[config.mk]
export PLATFORM = sky130hd
export DESIGN_NAME = c8dec_core
export DESIGN_NICKNAME = d
export VERILOG_FILES = /design/src/shared/c8dec_pkg.sv /design/src/core/c8dec_decode.sv /design/src/core/c8dec_alu.sv /design/src/core/c8dec_core.sv
export SDC_FILE = /design/constraint.sdc
export NUM_CORES = 1
export LEC_CHECK = 0
export BUFFER_PORTS_ARGS = -buffer_cell sky130_fd_sc_hd__buf_2
export CAP_MARGIN = 10
export CORE_ASPECT_RATIO = 0.7
export CORE_UTILIZATION = 55
export DETAILED_ROUTE_END_ITERATION = 8
export PLACE_DENSITY = 0.89
export SLEW_MARGIN = 25
export SYNTH_ARGS = -nofsm -noshare
export SYNTH_HDL_FRONTEND = slang
export SYNTH_SLANG_ARGS = --single-unit
[constraint.sdc]
create_clock -name aclk -period 9.6 [get_ports aclk]
set_clock_uncertainty 0.15 [all_clocks]
set_input_delay 1.92 -clock aclk [delete_from_list [all_inputs] [get_ports aclk]]
set_output_delay 1.92 -clock aclk [all_outputs]
set_load 0.05 [all_outputs]
[src/shared/c8dec_pkg.sv]
// constants, enumerations and register map of the cpu8 instruction decoder
package c8dec_pkg;
  localparam int ADDR_W = 16;
  // opcode rows (high nibble selects the addressing mode)
  localparam logic [3:0] HI_IMM = 4'ha;
  localparam logic [3:0] HI_DIR = 4'hb;
  localparam logic [3:0] HI_EXT = 4'hc;
  localparam logic [3:0] HI_IX2 = 4'hd;
  localparam logic [3:0] HI_IX1 = 4'he;
  localparam logic [3:0] HI_IX  = 4'hf;
  localparam logic [3:0] HI_BRBIT = 4'h0;
  localparam logic [3:0] HI_BIT   = 4'h1;
  localparam logic [3:0] HI_BRANCH = 4'h2;
  localparam logic [3:0] HI_SH_DIR = 4'h3;
  localparam logic [3:0] HI_SH_A   = 4'h4;
  localparam logic [3:0] HI_SH_X   = 4'h5;
  localparam logic [3:0] HI_SH_IX1 = 4'h6;
  localparam logic [3:0] HI_SH_IX  = 4'h7;
  localparam logic [3:0] LO_ADC = 4'h9;
  localparam logic [3:0] LO_AND = 4'h4;
  localparam logic [3:0] LO_SHL = 4'h8;
  localparam logic [7:0] OP_ACC_TO_INDEX = 8'h97;
  localparam logic [7:0] OP_INDEX_TO_ACC = 8'h9f;
  localparam logic [7:0] OP_HALT = 8'h8e;
  localparam logic [7:0] OP_IDLE = 8'h8f;
  // cycle counts
  localparam logic [2:0] CYC_RM_IMM = 3'h2;
  localparam logic [2:0] CYC_RM_DIR = 3'h3;
  localparam logic [2:0] CYC_RM_EXT = 3'h4;
  localparam logic [2:0] CYC_RM_IX2 = 3'h5;
  localparam logic [2:0] CYC_RM_IX1 = 3'h4;
  localparam logic [2:0] CYC_RM_IX  = 3'h3;
  localparam logic [2:0] CYC_SH_DIR = 3'h5;
  localparam logic [2:0] CYC_SH_REG = 3'h3;
  localparam logic [2:0] CYC_SH_IX1 = 3'h6;
  localparam logic [2:0] CYC_SH_IX  = 3'h5;
  localparam logic [2:0] CYC_BRANCH = 3'h3;
  localparam logic [2:0] CYC_BIT    = 3'h5;
  localparam logic [2:0] CYC_BRBIT  = 3'h5;
  localparam logic [2:0] CYC_SHORT  = 3'h2;
  // register map (byte addresses) and fields
  localparam logic [7:0] REG_CTRL = 8'h00;
  localparam logic [7:0] REG_PC   = 8'h04;
  localparam logic [7:0] REG_AX   = 8'h08;
  localparam logic [7:0] REG_STAT = 8'h0c;
  localparam int CTRL_RUN_BIT = 0;
  localparam int STAT_ILLEGAL_BIT = 8;
  localparam logic [ADDR_W-1:0] PC_RESET = 16'h0000;
  localparam logic [1:0] RESP_OKAY   = 2'h0;
  localparam logic [1:0] RESP_SLVERR = 2'h2;
  typedef enum logic [3:0] {
    CL_NOP, CL_ADC, CL_AND, CL_SHL, CL_BRANCH, CL_BITSET, CL_BITCLR,
    CL_TSTSET, CL_TSTCLR, CL_ATOX, CL_XTOA, CL_HALT, CL_IDLE
  } c8dec_cls_t;
  typedef enum logic [3:0] {
    AM_NONE, AM_IMM, AM_DIR, AM_EXT, AM_IX2, AM_IX1, AM_IX, AM_INHA,
    AM_INHX, AM_REL
  } c8dec_mode_t;
  typedef enum logic [1:0] {ST_STOPPED, ST_RUN, ST_HALT, ST_IDLE}
    c8dec_state_t;
endpackage

[src/core/c8dec_decode.sv]
// opcode decode: class, addressing mode, length and cycle count
`timescale 1ns/100ps
module c8dec_decode (
  input  wire logic [7:0]         opcode,
  output c8dec_pkg::c8dec_cls_t   cls,
  output c8dec_pkg::c8dec_mode_t  mode,
  output logic [1:0]              nbytes,
  output logic [2:0]              len,
  output logic                    rd_mem,
  output logic                    wr_mem,
  output logic                    legal
);
  logic [3:0] hi;
  logic [3:0] lo;
  assign hi = opcode[7:4];
  assign lo = opcode[3:0];
  always_comb begin
    cls = c8dec_pkg::CL_NOP;
    mode = c8dec_pkg::AM_NONE;
    nbytes = 2'd1;
    len = c8dec_pkg::CYC_SHORT;
    rd_mem = 1'b0;
    wr_mem = 1'b0;
    legal = 1'b1;
    // rows 0-2 hold branch and bit opcodes whose low nibbles overlap these
    if ((lo == c8dec_pkg::LO_ADC || lo == c8dec_pkg::LO_AND)
        && hi > c8dec_pkg::HI_BRANCH) begin
      cls = (lo == c8dec_pkg::LO_ADC) ? c8dec_pkg::CL_ADC
                                      : c8dec_pkg::CL_AND;
      rd_mem = 1'b1;
      case (hi)
        c8dec_pkg::HI_IMM: begin
          mode = c8dec_pkg::AM_IMM; nbytes = 2'd2;
          len = c8dec_pkg::CYC_RM_IMM; rd_mem = 1'b0;
        end
        c8dec_pkg::HI_DIR: begin
          mode = c8dec_pkg::AM_DIR; nbytes = 2'd2;
          len = c8dec_pkg::CYC_RM_DIR;
        end
        c8dec_pkg::HI_EXT: begin
          mode = c8dec_pkg::AM_EXT; nbytes = 2'd3;
          len = c8dec_pkg::CYC_RM_EXT;
        end
        c8dec_pkg::HI_IX2: begin
          mode = c8dec_pkg::AM_IX2; nbytes = 2'd3;
          len = c8dec_pkg::CYC_RM_IX2;
        end
        c8dec_pkg::HI_IX1: begin
          mode = c8dec_pkg::AM_IX1; nbytes = 2'd2;
          len = c8dec_pkg::CYC_RM_IX1;
        end
        c8dec_pkg::HI_IX: begin
          mode = c8dec_pkg::AM_IX; len = c8dec_pkg::CYC_RM_IX;
        end
        default: begin
          cls = c8dec_pkg::CL_NOP; rd_mem = 1'b0; legal = 1'b0;
        end
      endcase
    end else if (lo == c8dec_pkg::LO_SHL && hi > c8dec_pkg::HI_BRANCH) begin
      cls = c8dec_pkg::CL_SHL;
      case (hi)
        c8dec_pkg::HI_SH_DIR: begin
          mode = c8dec_pkg::AM_DIR; nbytes = 2'd2; rd_mem = 1'b1;
          wr_mem = 1'b1; len = c8dec_pkg::CYC_SH_DIR;
        end
        c8dec_pkg::HI_SH_A: begin
          mode = c8dec_pkg::AM_INHA; len = c8dec_pkg::CYC_SH_REG;
        end
        c8dec_pkg::HI_SH_X: begin
          mode = c8dec_pkg::AM_INHX; len = c8dec_pkg::CYC_SH_REG;
        end
        c8dec_pkg::HI_SH_IX1: begin
          mode = c8dec_pkg::AM_IX1; nbytes = 2'd2; rd_mem = 1'b1;
          wr_mem = 1'b1; len = c8dec_pkg::CYC_SH_IX1;
        end
        c8dec_pkg::HI_SH_IX: begin
          mode = c8dec_pkg::AM_IX; rd_mem = 1'b1; wr_mem = 1'b1;
          len = c8dec_pkg::CYC_SH_IX;
        end
        default: begin
          cls = c8dec_pkg::CL_NOP; legal = 1'b0;
        end
      endcase
    end else if (hi == c8dec_pkg::HI_BRANCH) begin
      cls = c8dec_pkg::CL_BRANCH; mode = c8dec_pkg::AM_REL;
      nbytes = 2'd2; len = c8dec_pkg::CYC_BRANCH;
    end else if (hi == c8dec_pkg::HI_BIT) begin
      cls = opcode[0] ? c8dec_pkg::CL_BITCLR : c8dec_pkg::CL_BITSET;
      mode = c8dec_pkg::AM_DIR; nbytes = 2'd2; rd_mem = 1'b1;
      wr_mem = 1'b1; len = c8dec_pkg::CYC_BIT;
    end else if (hi == c8dec_pkg::HI_BRBIT) begin
      cls = opcode[0] ? c8dec_pkg::CL_TSTCLR : c8dec_pkg::CL_TSTSET;
      mode = c8dec_pkg::AM_DIR; nbytes = 2'd3; rd_mem = 1'b1;
      len = c8dec_pkg::CYC_BRBIT;
    end else begin
      case (opcode)
        c8dec_pkg::OP_ACC_TO_INDEX: cls = c8dec_pkg::CL_ATOX;
        c8dec_pkg::OP_INDEX_TO_ACC: cls = c8dec_pkg::CL_XTOA;
        c8dec_pkg::OP_HALT:         cls = c8dec_pkg::CL_HALT;
        c8dec_pkg::OP_IDLE:         cls = c8dec_pkg::CL_IDLE;
        default:                    legal = 1'b0;
      endcase
    end
  end
endmodule

[src/core/c8dec_alu.sv]
// datapath arithmetic: add with carry, and, shift left, bit set/clear/test
`timescale 1ns/100ps
module c8dec_alu (
  input  c8dec_pkg::c8dec_cls_t cls,
  input  wire logic [7:0]       a,
  input  wire logic [7:0]       m,
  input  wire logic             c_in,
  input  wire logic [2:0]       bitn,
  output logic [7:0]            res,
  output logic                  h_out,
  output logic                  n_out,
  output logic                  z_out,
  output logic                  c_out
);
  logic [8:0] sum;
  logic [4:0] low_sum;
  logic [7:0] mask;
  assign sum = {1'b0, a} + {1'b0, m} + {8'h00, c_in};
  assign low_sum = {1'b0, a[3:0]} + {1'b0, m[3:0]} + {4'h0, c_in};
  assign mask = 8'h01 << bitn;
  always_comb begin
    res = m;
    h_out = low_sum[4];
    c_out = c_in;
    case (cls)
      c8dec_pkg::CL_ADC: begin
        res = sum[7:0];
        c_out = sum[8];
      end
      c8dec_pkg::CL_AND: res = a & m;
      c8dec_pkg::CL_SHL: begin
        res = {m[6:0], 1'b0};
        c_out = m[7];
      end
      c8dec_pkg::CL_BITSET: res = m | mask;
      c8dec_pkg::CL_BITCLR: res = m & ~mask;
      c8dec_pkg::CL_TSTSET, c8dec_pkg::CL_TSTCLR: c_out = m[bitn];
      default: res = m;
    endcase
    n_out = res[7];
    z_out = (res == 8'h00);
  end
endmodule

[src/core/c8dec_core.sv]
// cpu8 instruction decoder and sequencer with axi4-lite register access
`timescale 1ns/100ps
module c8dec_core #(
  parameter int ADDR_W = c8dec_pkg::ADDR_W
) (
  input  wire logic              aclk,
  input  wire logic              aresetn,
  input  wire logic [7:0]        s_axi_awaddr,
  input  wire logic              s_axi_awvalid,
  output logic                   s_axi_awready,
  input  wire logic [31:0]       s_axi_wdata,
  input  wire logic [3:0]        s_axi_wstrb,
  input  wire logic              s_axi_wvalid,
  output logic                   s_axi_wready,
  output logic [1:0]             s_axi_bresp,
  output logic                   s_axi_bvalid,
  input  wire logic              s_axi_bready,
  input  wire logic [7:0]        s_axi_araddr,
  input  wire logic              s_axi_arvalid,
  output logic                   s_axi_arready,
  output logic [31:0]            s_axi_rdata,
  output logic [1:0]             s_axi_rresp,
  output logic                   s_axi_rvalid,
  input  wire logic              s_axi_rready,
  output logic [ADDR_W-1:0]      mem_addr,
  output logic                   mem_rd,
  output logic                   mem_wr,
  output logic [7:0]             mem_wdata,
  input  wire logic [7:0]        mem_rdata,
  input  wire logic              ext_irq_n,
  output logic                   osc_stop,
  output logic                   cpu_clk_gate
);
  c8dec_pkg::c8dec_state_t state_reg;
  c8dec_pkg::c8dec_cls_t   cls;
  c8dec_pkg::c8dec_mode_t  mode;
  logic [7:0]        a_reg, x_reg, op_reg, b1_reg, b2_reg, m_reg;
  logic [ADDR_W-1:0] pc_reg, ea, pc_target;
  logic              h_reg, i_reg, n_reg, z_reg, c_reg;
  logic [2:0]        cyc_reg, len;
  logic [1:0]        nbytes;
  logic              rd_mem, wr_mem, legal;
  logic              run_reg, illegal_reg, irq_meta_reg, irq_level_reg;
  logic              running, fetch, last, byte_cyc, rd_cyc, wr_cyc;
  logic              cond, taken, idle_st;
  logic [7:0]        b1_now, m_now, alu_in, alu_res, rel;
  logic              alu_h, alu_n, alu_z, alu_c;
  logic              aw_have_reg, w_have_reg, do_write;
  logic [7:0]        awaddr_reg;
  logic [31:0]       wdata_reg;
  logic [3:0]        wstrb_reg;
  logic              wr_hit, rd_hit;

  c8dec_decode u_decode (
    .opcode (op_reg),
    .cls    (cls),
    .mode   (mode),
    .nbytes (nbytes),
    .len    (len),
    .rd_mem (rd_mem),
    .wr_mem (wr_mem),
    .legal  (legal)
  );

  c8dec_alu u_alu (
    .cls   (cls),
    .a     (a_reg),
    .m     (alu_in),
    .c_in  (c_reg),
    .bitn  (op_reg[3:1]),
    .res   (alu_res),
    .h_out (alu_h),
    .n_out (alu_n),
    .z_out (alu_z),
    .c_out (alu_c)
  );

  // interrupt pin is asynchronous to aclk
  always_ff @(posedge aclk) begin
    if (!aresetn) begin
      irq_meta_reg <= 1'b1;
      irq_level_reg <= 1'b1;
    end else begin
      irq_meta_reg <= ext_irq_n;
      irq_level_reg <= irq_meta_reg;
    end
  end

  // sequencing: cycle 0 fetches the opcode, then operand bytes, operand
  // read, padding, and the final cycle commits (and writes memory)
  assign running  = (state_reg == c8dec_pkg::ST_RUN);
  assign idle_st  = (state_reg == c8dec_pkg::ST_STOPPED);
  assign fetch    = running && cyc_reg == 3'd0 && run_reg;
  assign last     = running && cyc_reg != 3'd0 && cyc_reg == len - 3'd1;
  assign byte_cyc = running && cyc_reg != 3'd0 && cyc_reg < {1'b0, nbytes};
  assign rd_cyc   = running && rd_mem && cyc_reg == {1'b0, nbytes};
  assign wr_cyc   = last && wr_mem;

  assign b1_now = (cyc_reg == 3'd1) ? mem_rdata : b1_reg;
  always_comb begin
    if (mode == c8dec_pkg::AM_IMM)
      m_now = b1_now;
    else if (rd_cyc)
      m_now = mem_rdata;
    else
      m_now = m_reg;
    case (mode)
      c8dec_pkg::AM_INHA: alu_in = a_reg;
      c8dec_pkg::AM_INHX: alu_in = x_reg;
      default:            alu_in = m_now;
    endcase
  end

  // direct and plain indexed stay in the low 256 bytes
  always_comb begin
    case (mode)
      c8dec_pkg::AM_DIR: ea = {{(ADDR_W-8){1'b0}}, b1_reg};
      c8dec_pkg::AM_EXT: ea = ADDR_W'({b1_reg, b2_reg});
      c8dec_pkg::AM_IX2: ea = ADDR_W'({b1_reg, b2_reg}) + ADDR_W'(x_reg);
      c8dec_pkg::AM_IX1: ea = ADDR_W'(b1_reg) + ADDR_W'(x_reg);
      c8dec_pkg::AM_IX:  ea = {{(ADDR_W-8){1'b0}}, x_reg};
      default:           ea = pc_reg;
    endcase
  end

  assign mem_addr  = (rd_cyc || wr_cyc) ? ea : pc_reg;
  assign mem_rd    = fetch || byte_cyc || rd_cyc;
  assign mem_wr    = wr_cyc;
  assign mem_wdata = alu_res;

  // branch conditions by low nibble of the 2x row
  always_comb begin
    case (op_reg[3:0])
      4'h0: cond = 1'b1;
      4'h2: cond = !(c_reg | z_reg);
      4'h3: cond = c_reg | z_reg;
      4'h4: cond = !c_reg;
      4'h5: cond = c_reg;
      4'h6: cond = !z_reg;
      4'h7: cond = z_reg;
      4'h8: cond = !h_reg;
      4'h9: cond = h_reg;
      4'ha: cond = !n_reg;
      4'hb: cond = n_reg;
      4'hc: cond = !i_reg;
      4'hd: cond = i_reg;
      4'he: cond = !irq_level_reg;
      4'hf: cond = irq_level_reg;
      default: cond = 1'b0;
    endcase
    case (cls)
      c8dec_pkg::CL_BRANCH: taken = cond;
      c8dec_pkg::CL_TSTSET: taken = m_now[op_reg[3:1]];
      c8dec_pkg::CL_TSTCLR: taken = !m_now[op_reg[3:1]];
      default:              taken = 1'b0;
    endcase
  end

  // pc already points past the instruction when the offset is added
  assign rel = (cls == c8dec_pkg::CL_BRANCH) ? b1_reg : b2_reg;
  assign pc_target = pc_reg + ADDR_W'({{8{rel[7]}}, rel});

  always_ff @(posedge aclk) begin
    if (!aresetn)
      pc_reg <= c8dec_pkg::PC_RESET;
    else if (do_write && wr_hit && awaddr_reg == c8dec_pkg::REG_PC && idle_st)
      pc_reg <= ADDR_W'(wdata_reg[15:0]);
    else if (fetch || byte_cyc)
      pc_reg <= pc_reg + ADDR_W'(1);
    else if (last && taken)
      pc_reg <= pc_target;
  end

  always_ff @(posedge aclk) begin
    if (!aresetn) begin
      cyc_reg <= 3'd0;
      op_reg <= 8'h00;
      b1_reg <= 8'h00;
      b2_reg <= 8'h00;
      m_reg <= 8'h00;
    end else begin
      if (!running || last || (cyc_reg == 3'd0 && !run_reg))
        cyc_reg <= 3'd0;
      else
        cyc_reg <= cyc_reg + 3'd1;
      if (fetch)
        op_reg <= mem_rdata;
      if (byte_cyc && cyc_reg == 3'd1)
        b1_reg <= mem_rdata;
      if (byte_cyc && cyc_reg == 3'd2)
        b2_reg <= mem_rdata;
      if (rd_cyc)
        m_reg <= mem_rdata;
    end
  end

  // state: halt and idle wait for the pin to go low, then fetch again
  always_ff @(posedge aclk) begin
    if (!aresetn)
      state_reg <= c8dec_pkg::ST_STOPPED;
    else
      case (state_reg)
        c8dec_pkg::ST_STOPPED:
          if (run_reg)
            state_reg <= c8dec_pkg::ST_RUN;
        c8dec_pkg::ST_RUN:
          if (last && cls == c8dec_pkg::CL_HALT)
            state_reg <= c8dec_pkg::ST_HALT;
          else if (last && cls == c8dec_pkg::CL_IDLE)
            state_reg <= c8dec_pkg::ST_IDLE;
          else if (cyc_reg == 3'd0 && !run_reg)
            state_reg <= c8dec_pkg::ST_STOPPED;
        c8dec_pkg::ST_HALT, c8dec_pkg::ST_IDLE:
          if (!irq_level_reg)
            state_reg <= c8dec_pkg::ST_RUN;
        default:
          state_reg <= c8dec_pkg::ST_STOPPED;
      endcase
  end

  assign osc_stop     = (state_reg == c8dec_pkg::ST_HALT);
  assign cpu_clk_gate = (state_reg == c8dec_pkg::ST_IDLE);

  // accumulator and index register
  always_ff @(posedge aclk) begin
    if (!aresetn) begin
      a_reg <= 8'h00;
      x_reg <= 8'h00;
    end else if (do_write && wr_hit && awaddr_reg == c8dec_pkg::REG_AX
                 && idle_st) begin
      if (wstrb_reg[0])
        a_reg <= wdata_reg[7:0];
      if (wstrb_reg[1])
        x_reg <= wdata_reg[15:8];
    end else if (last) begin
      case (cls)
        c8dec_pkg::CL_ADC, c8dec_pkg::CL_AND:
          a_reg <= alu_res;
        c8dec_pkg::CL_SHL: begin
          if (mode == c8dec_pkg::AM_INHA)
            a_reg <= alu_res;
          if (mode == c8dec_pkg::AM_INHX)
            x_reg <= alu_res;
        end
        c8dec_pkg::CL_ATOX: x_reg <= a_reg;
        c8dec_pkg::CL_XTOA: a_reg <= x_reg;
        default: a_reg <= a_reg;
      endcase
    end
  end

  // condition codes: only the flags an instruction lists are written
  always_ff @(posedge aclk) begin
    if (!aresetn) begin
      {h_reg, n_reg, z_reg, c_reg} <= 4'h0;
      i_reg <= 1'b1;
    end else if (do_write && wr_hit && awaddr_reg == c8dec_pkg::REG_AX
                 && idle_st && wstrb_reg[2]) begin
      {h_reg, i_reg, n_reg, z_reg, c_reg} <= wdata_reg[20:16];
    end else if (last) begin
      case (cls)
        c8dec_pkg::CL_ADC:
          {h_reg, n_reg, z_reg, c_reg} <= {alu_h, alu_n, alu_z, alu_c};
        c8dec_pkg::CL_AND:
          {n_reg, z_reg} <= {alu_n, alu_z};
        c8dec_pkg::CL_SHL:
          {n_reg, z_reg, c_reg} <= {alu_n, alu_z, alu_c};
        c8dec_pkg::CL_TSTSET, c8dec_pkg::CL_TSTCLR:
          c_reg <= alu_c;
        c8dec_pkg::CL_HALT, c8dec_pkg::CL_IDLE:
          i_reg <= 1'b0;
        default:
          c_reg <= c_reg;
      endcase
    end
  end

  // axi4-lite slave: address and data are taken in either order
  assign s_axi_awready = !aw_have_reg && !s_axi_bvalid;
  assign s_axi_wready  = !w_have_reg && !s_axi_bvalid;
  assign do_write      = aw_have_reg && w_have_reg;
  assign s_axi_arready = !s_axi_rvalid;
  assign wr_hit = awaddr_reg[7:4] == 4'h0 && awaddr_reg[1:0] == 2'b00;
  assign rd_hit = s_axi_araddr[7:4] == 4'h0;

  always_ff @(posedge aclk) begin
    if (!aresetn) begin
      aw_have_reg <= 1'b0;
      w_have_reg <= 1'b0;
      awaddr_reg <= 8'h00;
      wdata_reg <= 32'h0000_0000;
      wstrb_reg <= 4'h0;
      s_axi_bvalid <= 1'b0;
      s_axi_bresp <= c8dec_pkg::RESP_OKAY;
    end else begin
      if (s_axi_awvalid && s_axi_awready) begin
        aw_have_reg <= 1'b1;
        awaddr_reg <= {s_axi_awaddr[7:2], 2'b00};
      end
      if (s_axi_wvalid && s_axi_wready) begin
        w_have_reg <= 1'b1;
        wdata_reg <= s_axi_wdata;
        wstrb_reg <= s_axi_wstrb;
      end
      if (do_write) begin
        aw_have_reg <= 1'b0;
        w_have_reg <= 1'b0;
        s_axi_bvalid <= 1'b1;
        s_axi_bresp <= wr_hit ? c8dec_pkg::RESP_OKAY
                              : c8dec_pkg::RESP_SLVERR;
      end else if (s_axi_bready) begin
        s_axi_bvalid <= 1'b0;
      end
    end
  end

  // run control and sticky illegal-opcode flag (a new event beats a clear)
  always_ff @(posedge aclk) begin
    if (!aresetn) begin
      run_reg <= 1'b0;
      illegal_reg <= 1'b0;
    end else begin
      if (do_write && wr_hit && awaddr_reg == c8dec_pkg::REG_CTRL
          && wstrb_reg[0])
        run_reg <= wdata_reg[c8dec_pkg::CTRL_RUN_BIT];
      if (last && !legal)
        illegal_reg <= 1'b1;
      else if (do_write && wr_hit && awaddr_reg == c8dec_pkg::REG_STAT
               && wstrb_reg[1] && wdata_reg[c8dec_pkg::STAT_ILLEGAL_BIT])
        illegal_reg <= 1'b0;
    end
  end

  always_ff @(posedge aclk) begin
    if (!aresetn) begin
      s_axi_rvalid <= 1'b0;
      s_axi_rdata <= 32'h0000_0000;
      s_axi_rresp <= c8dec_pkg::RESP_OKAY;
    end else if (s_axi_arvalid && s_axi_arready) begin
      s_axi_rvalid <= 1'b1;
      s_axi_rresp <= rd_hit ? c8dec_pkg::RESP_OKAY : c8dec_pkg::RESP_SLVERR;
      case ({s_axi_araddr[7:2], 2'b00})
        c8dec_pkg::REG_CTRL: s_axi_rdata <= {31'h0, run_reg};
        c8dec_pkg::REG_PC:   s_axi_rdata <= 32'(pc_reg);
        c8dec_pkg::REG_AX:
          s_axi_rdata <= {11'h0, h_reg, i_reg, n_reg, z_reg, c_reg,
                          x_reg, a_reg};
        c8dec_pkg::REG_STAT:
          s_axi_rdata <= {23'h0, illegal_reg, 6'h0, state_reg};
        default: s_axi_rdata <= 32'h0000_0000;
      endcase
    end else if (s_axi_rready) begin
      s_axi_rvalid <= 1'b0;
    end
  end
endmodule

==> flow_summary.json <==
{
  "status": "finished, violations left",
  "violations": "DRC",
  "final_util_pct": 62.35,
  "core-area_mm2": 0.01795,
  "numCtsBuffers": 17,
  "hold_path_class": "reg -> reg",
  "crit_fanout": 24,
  "p_leak_uw": 0.004799,
  "critPathLaunch": "op_reg[2]",
  "whs_ns": 0.2710,
  "postCtsSetupRepairBufs": 0,
  "worstPathCellList": "or3b_1, a21oi_1, nand2_1, a211o_1, ha_1, nand2_1, or3_1, nor4_1, buf_4, o32ai_1, o31ai_1, ha_1, a21o_1, a21o_1, a21o_1, a21o_1, a31oi_1, xnor2_1, a221oi_2, inv_1, buf_2",
  "yosysSeqAreaShare_pct": 26.82,
  "grt.overflow.total": 0,
  "rsz0062_at_grt": "false",
  "io_pins": 137,
  "switching_share_pct": 28.85,
  "drtPass1Iterations": 9,
  "grt_antenna_before_repair": 1,
  "fmax_mhz": 112.9,
  "final_area_mm2": 0.01119,
  "cts_htree_levels": 4,
  "setup_viol": 0,
  "grt_pass1_wl_um": 51990,
  "ctsHoldBuffers": 0,
  "die-area_mm2": 0.01888,
  "synth.distinct_cells": 88,
  "path_common_cell": "a21o_1",
  "grt_start_max_net_pins": 92,
  "antennaDiodeCount": 0,
  "r2r_cells": 21,
  "dp_hpwl_um": 24360,
  "synth.avg_cell_area_um2": 7.670,
  "grt_usage_pct": 35.97,
  "maxSlewViolCount": 0,
  "fp.dieH_um": 115.3,
  "area_growth_syn_to_layout_pct": 11.07,
  "power_frac_seq_pct": 44.1,
  "worstMarginPinSlew_ns": 1.038,
  "r2r_end": "z_reg",
  "placed_cell_area_mm2": 0.01060,
  "rows": 41,
  "ant_nets": 0,
  "synth-seq-cells": 135,
  "vias_per_cell": 6.517,
  "crit_buf_inv": 3,
  "wl_um": 33530,
  "synth_area_mm2": 0.01008,
  "layout_common_cells": "nand2_1 (178), dfxtp_1 (134), buf_2 (106)",
  "ys_warn_count": 0,
  "drc_errors": 22,
  "hold_path_depth": 1,
  "final_common_cell": "nand2_1",
  "slowest_delay_ns": 0.79,
  "reg2reg_from": "op_reg[2]",
  "p_comb_share_pct": 6.7,
  "relSlewSlack_pct": 29.45,
  "synthesis.instances": 1314,
  "cts_sinks": 135,
  "ctsResizeCount": 0,
  "r2r_setup_slack_ns": 2.98,
  "fillers": 1565,
  "clkPwrFrac_pct": 49.2,
  "initial_utilization_pct": 56.13,
  "finalSetupTns_ns": 0,
  "cts-root-buf": "clkbuf_16",
  "hold_violations": 0,
  "cp_num_cells": 21,
  "die_w_um": 163.8,
  "powerDensity_mw_per_mm2": 118.6,
  "clock_latency_ns": 0.45,
  "cts_tree": "done",
  "grt_pass1_vias": 9326,
  "drv_cap": 0,
  "start_kind": "flop",
  "gp_congestion": 1.014,
  "p_sw_uw": 382.9,
  "hold_start": "irq_meta_reg",
  "hold_path_end": "irq_level_reg",
  "path_delay_family": "compound AO/OA/AOI/OAI gates",
  "drt_iter0_drc": 1711,
  "synth_edf_count": 0,
  "arrival_ns": 6.79,
  "vias": 10512,
  "end_kind": "output port",
  "finalCritPeriodShare_pct": 92.28,
  "critPathSlowestCell": "dfxtp_1",
  "internal-power_uw": 944.2,
  "fin_nets": 1482,
  "fin_crit_ns": 8.859,
  "drive_above_1_share_pct": 14.02,
  "synth_flop_cell": "dfxtp_1",
  "clk_pin_slew_ns": 0.07,
  "wl_per_cell_um": 20.79,
  "cp_data_required_time_ns": 7.53,
  "clockBufferDepth": 2,
  "io_buffers": 107,
  "worst_ir_drop_vdd_mv": 0.1043,
  "ys_async_sr_fraction_pct": 0,
  "timing_worst_setup_path_type": "reg -> out"
}
## layout make-up
type / instances / area, um^2 / area share (%)
repair buffers: 116 / 605.6 / 5.410
clock inverters: 15 / 155.1 / 1.386
clock buffers: 17 / 425.4 / 3.800
inverters: 29 / 108.9 / 0.9724
well taps: 236 / 295.3 / 2.638
flip-flops and latches: 135 / 2704 / 24.15
multi-input cells: 1065 / 6900 / 61.64
## cell usage after synthesis (7+ instances only)
library cell	number	area, um^2
nand2_1	178	668.1
dfxtp_1	135	2703
nor2_1	95	356.6
o21ai_0	92	460.4
a21oi_1	77	385.4
clkbuf_1	69	259.0
nor2b_1	47	294.0
ha_1	45	563.0
mux2i_1	45	450.4
nand3_1	43	215.2
a21boi_0	42	315.3
and2_1	27	168.9
inv_1	27	101.4
nor3_1	26	130.1
xnor2_1	25	219.0
a31oi_1	23	143.9
a21o_1	20	150.1
a22oi_1	20	150.1
xor2_1	19	166.4
a211oi_1	17	127.6
buf_4	16	120.1
nand2b_1	14	87.58
o21a_1	12	90.09
a211oi_2	10	125.1
o211ai_1	10	75.07
o31ai_1	10	75.07
or3_1	9	56.30
and3_1	8	50.05
o21bai_1	8	60.06
o211a_1	7	70.07
## logic make-up after synthesis
family / synth area share, %
adders and majority gates: 6.580
DFF: 26.82
muxes: 5.500
AOI/OAI and AO/OA: 28.01
buffers and inverters: 5.487
and+or+nand+nor: 23.75
other: 0.03721
xor gates and xnor gates: 3.824
## power by group through the flow
stage	combinational [uW]	clock, uW	sequential [uW]
floorplan	61.4	0	595
global placement	85.6	0	596
detailed placement	87.3	0	597
CTS	87.6	655	584
global route	95.9	681	586
finish	89.0	653	585
## worst max path at each step
stage,to
after detailed placement,mem_wdata[7]
after global routing,mem_wdata[7]
after global placement,mem_wdata[7]
after CTS,mem_wdata[7]
final,mem_wdata[7]
after floorplan,mem_wdata[6]
## per-stage QoR
stage	power (uW)	setup slack, ns	instances
3_3_place_gp	681.7	1.535	1581
6_report	1327	0.7414	1613
2_1_floorplan	656.2	0.2326	1326
4_1_cts	1327	0.8868	1613
3_5_place_dp	683.9	1.390	1581
5_1_grt	1363	0.4335	1613
## worst reg2reg max path: stages (launching register included)
cell      delay, ns
dfxtp_1        0.79
or3b_1         0.54
a21oi_1        0.24
nand2_1        0.08
a211o_1        0.33
ha_1           0.28
nand2_1        0.06
or3_1          0.33
nor4_1         0.22
buf_4          0.23
o32ai_1        0.16
o31ai_1        0.74
ha_1           0.37
a21o_1         0.16
a21o_1         0.20
a21o_1         0.19
a21o_1         0.21
a31oi_1        0.20
xnor2_1        0.10
a221oi_2       0.53
and4_1         0.27
a32o_1         0.15
## layer usage
layer,track usage (%),vias to the layer above,wire length [um]
li1,-,4834,-
met1,51.06,4844,14230
met2,49.97,736,13190
met3,11.83,98,5055
met4,13.27,0,1052
met5,0.2525,-,0
(Power assumes the default switching activity.)
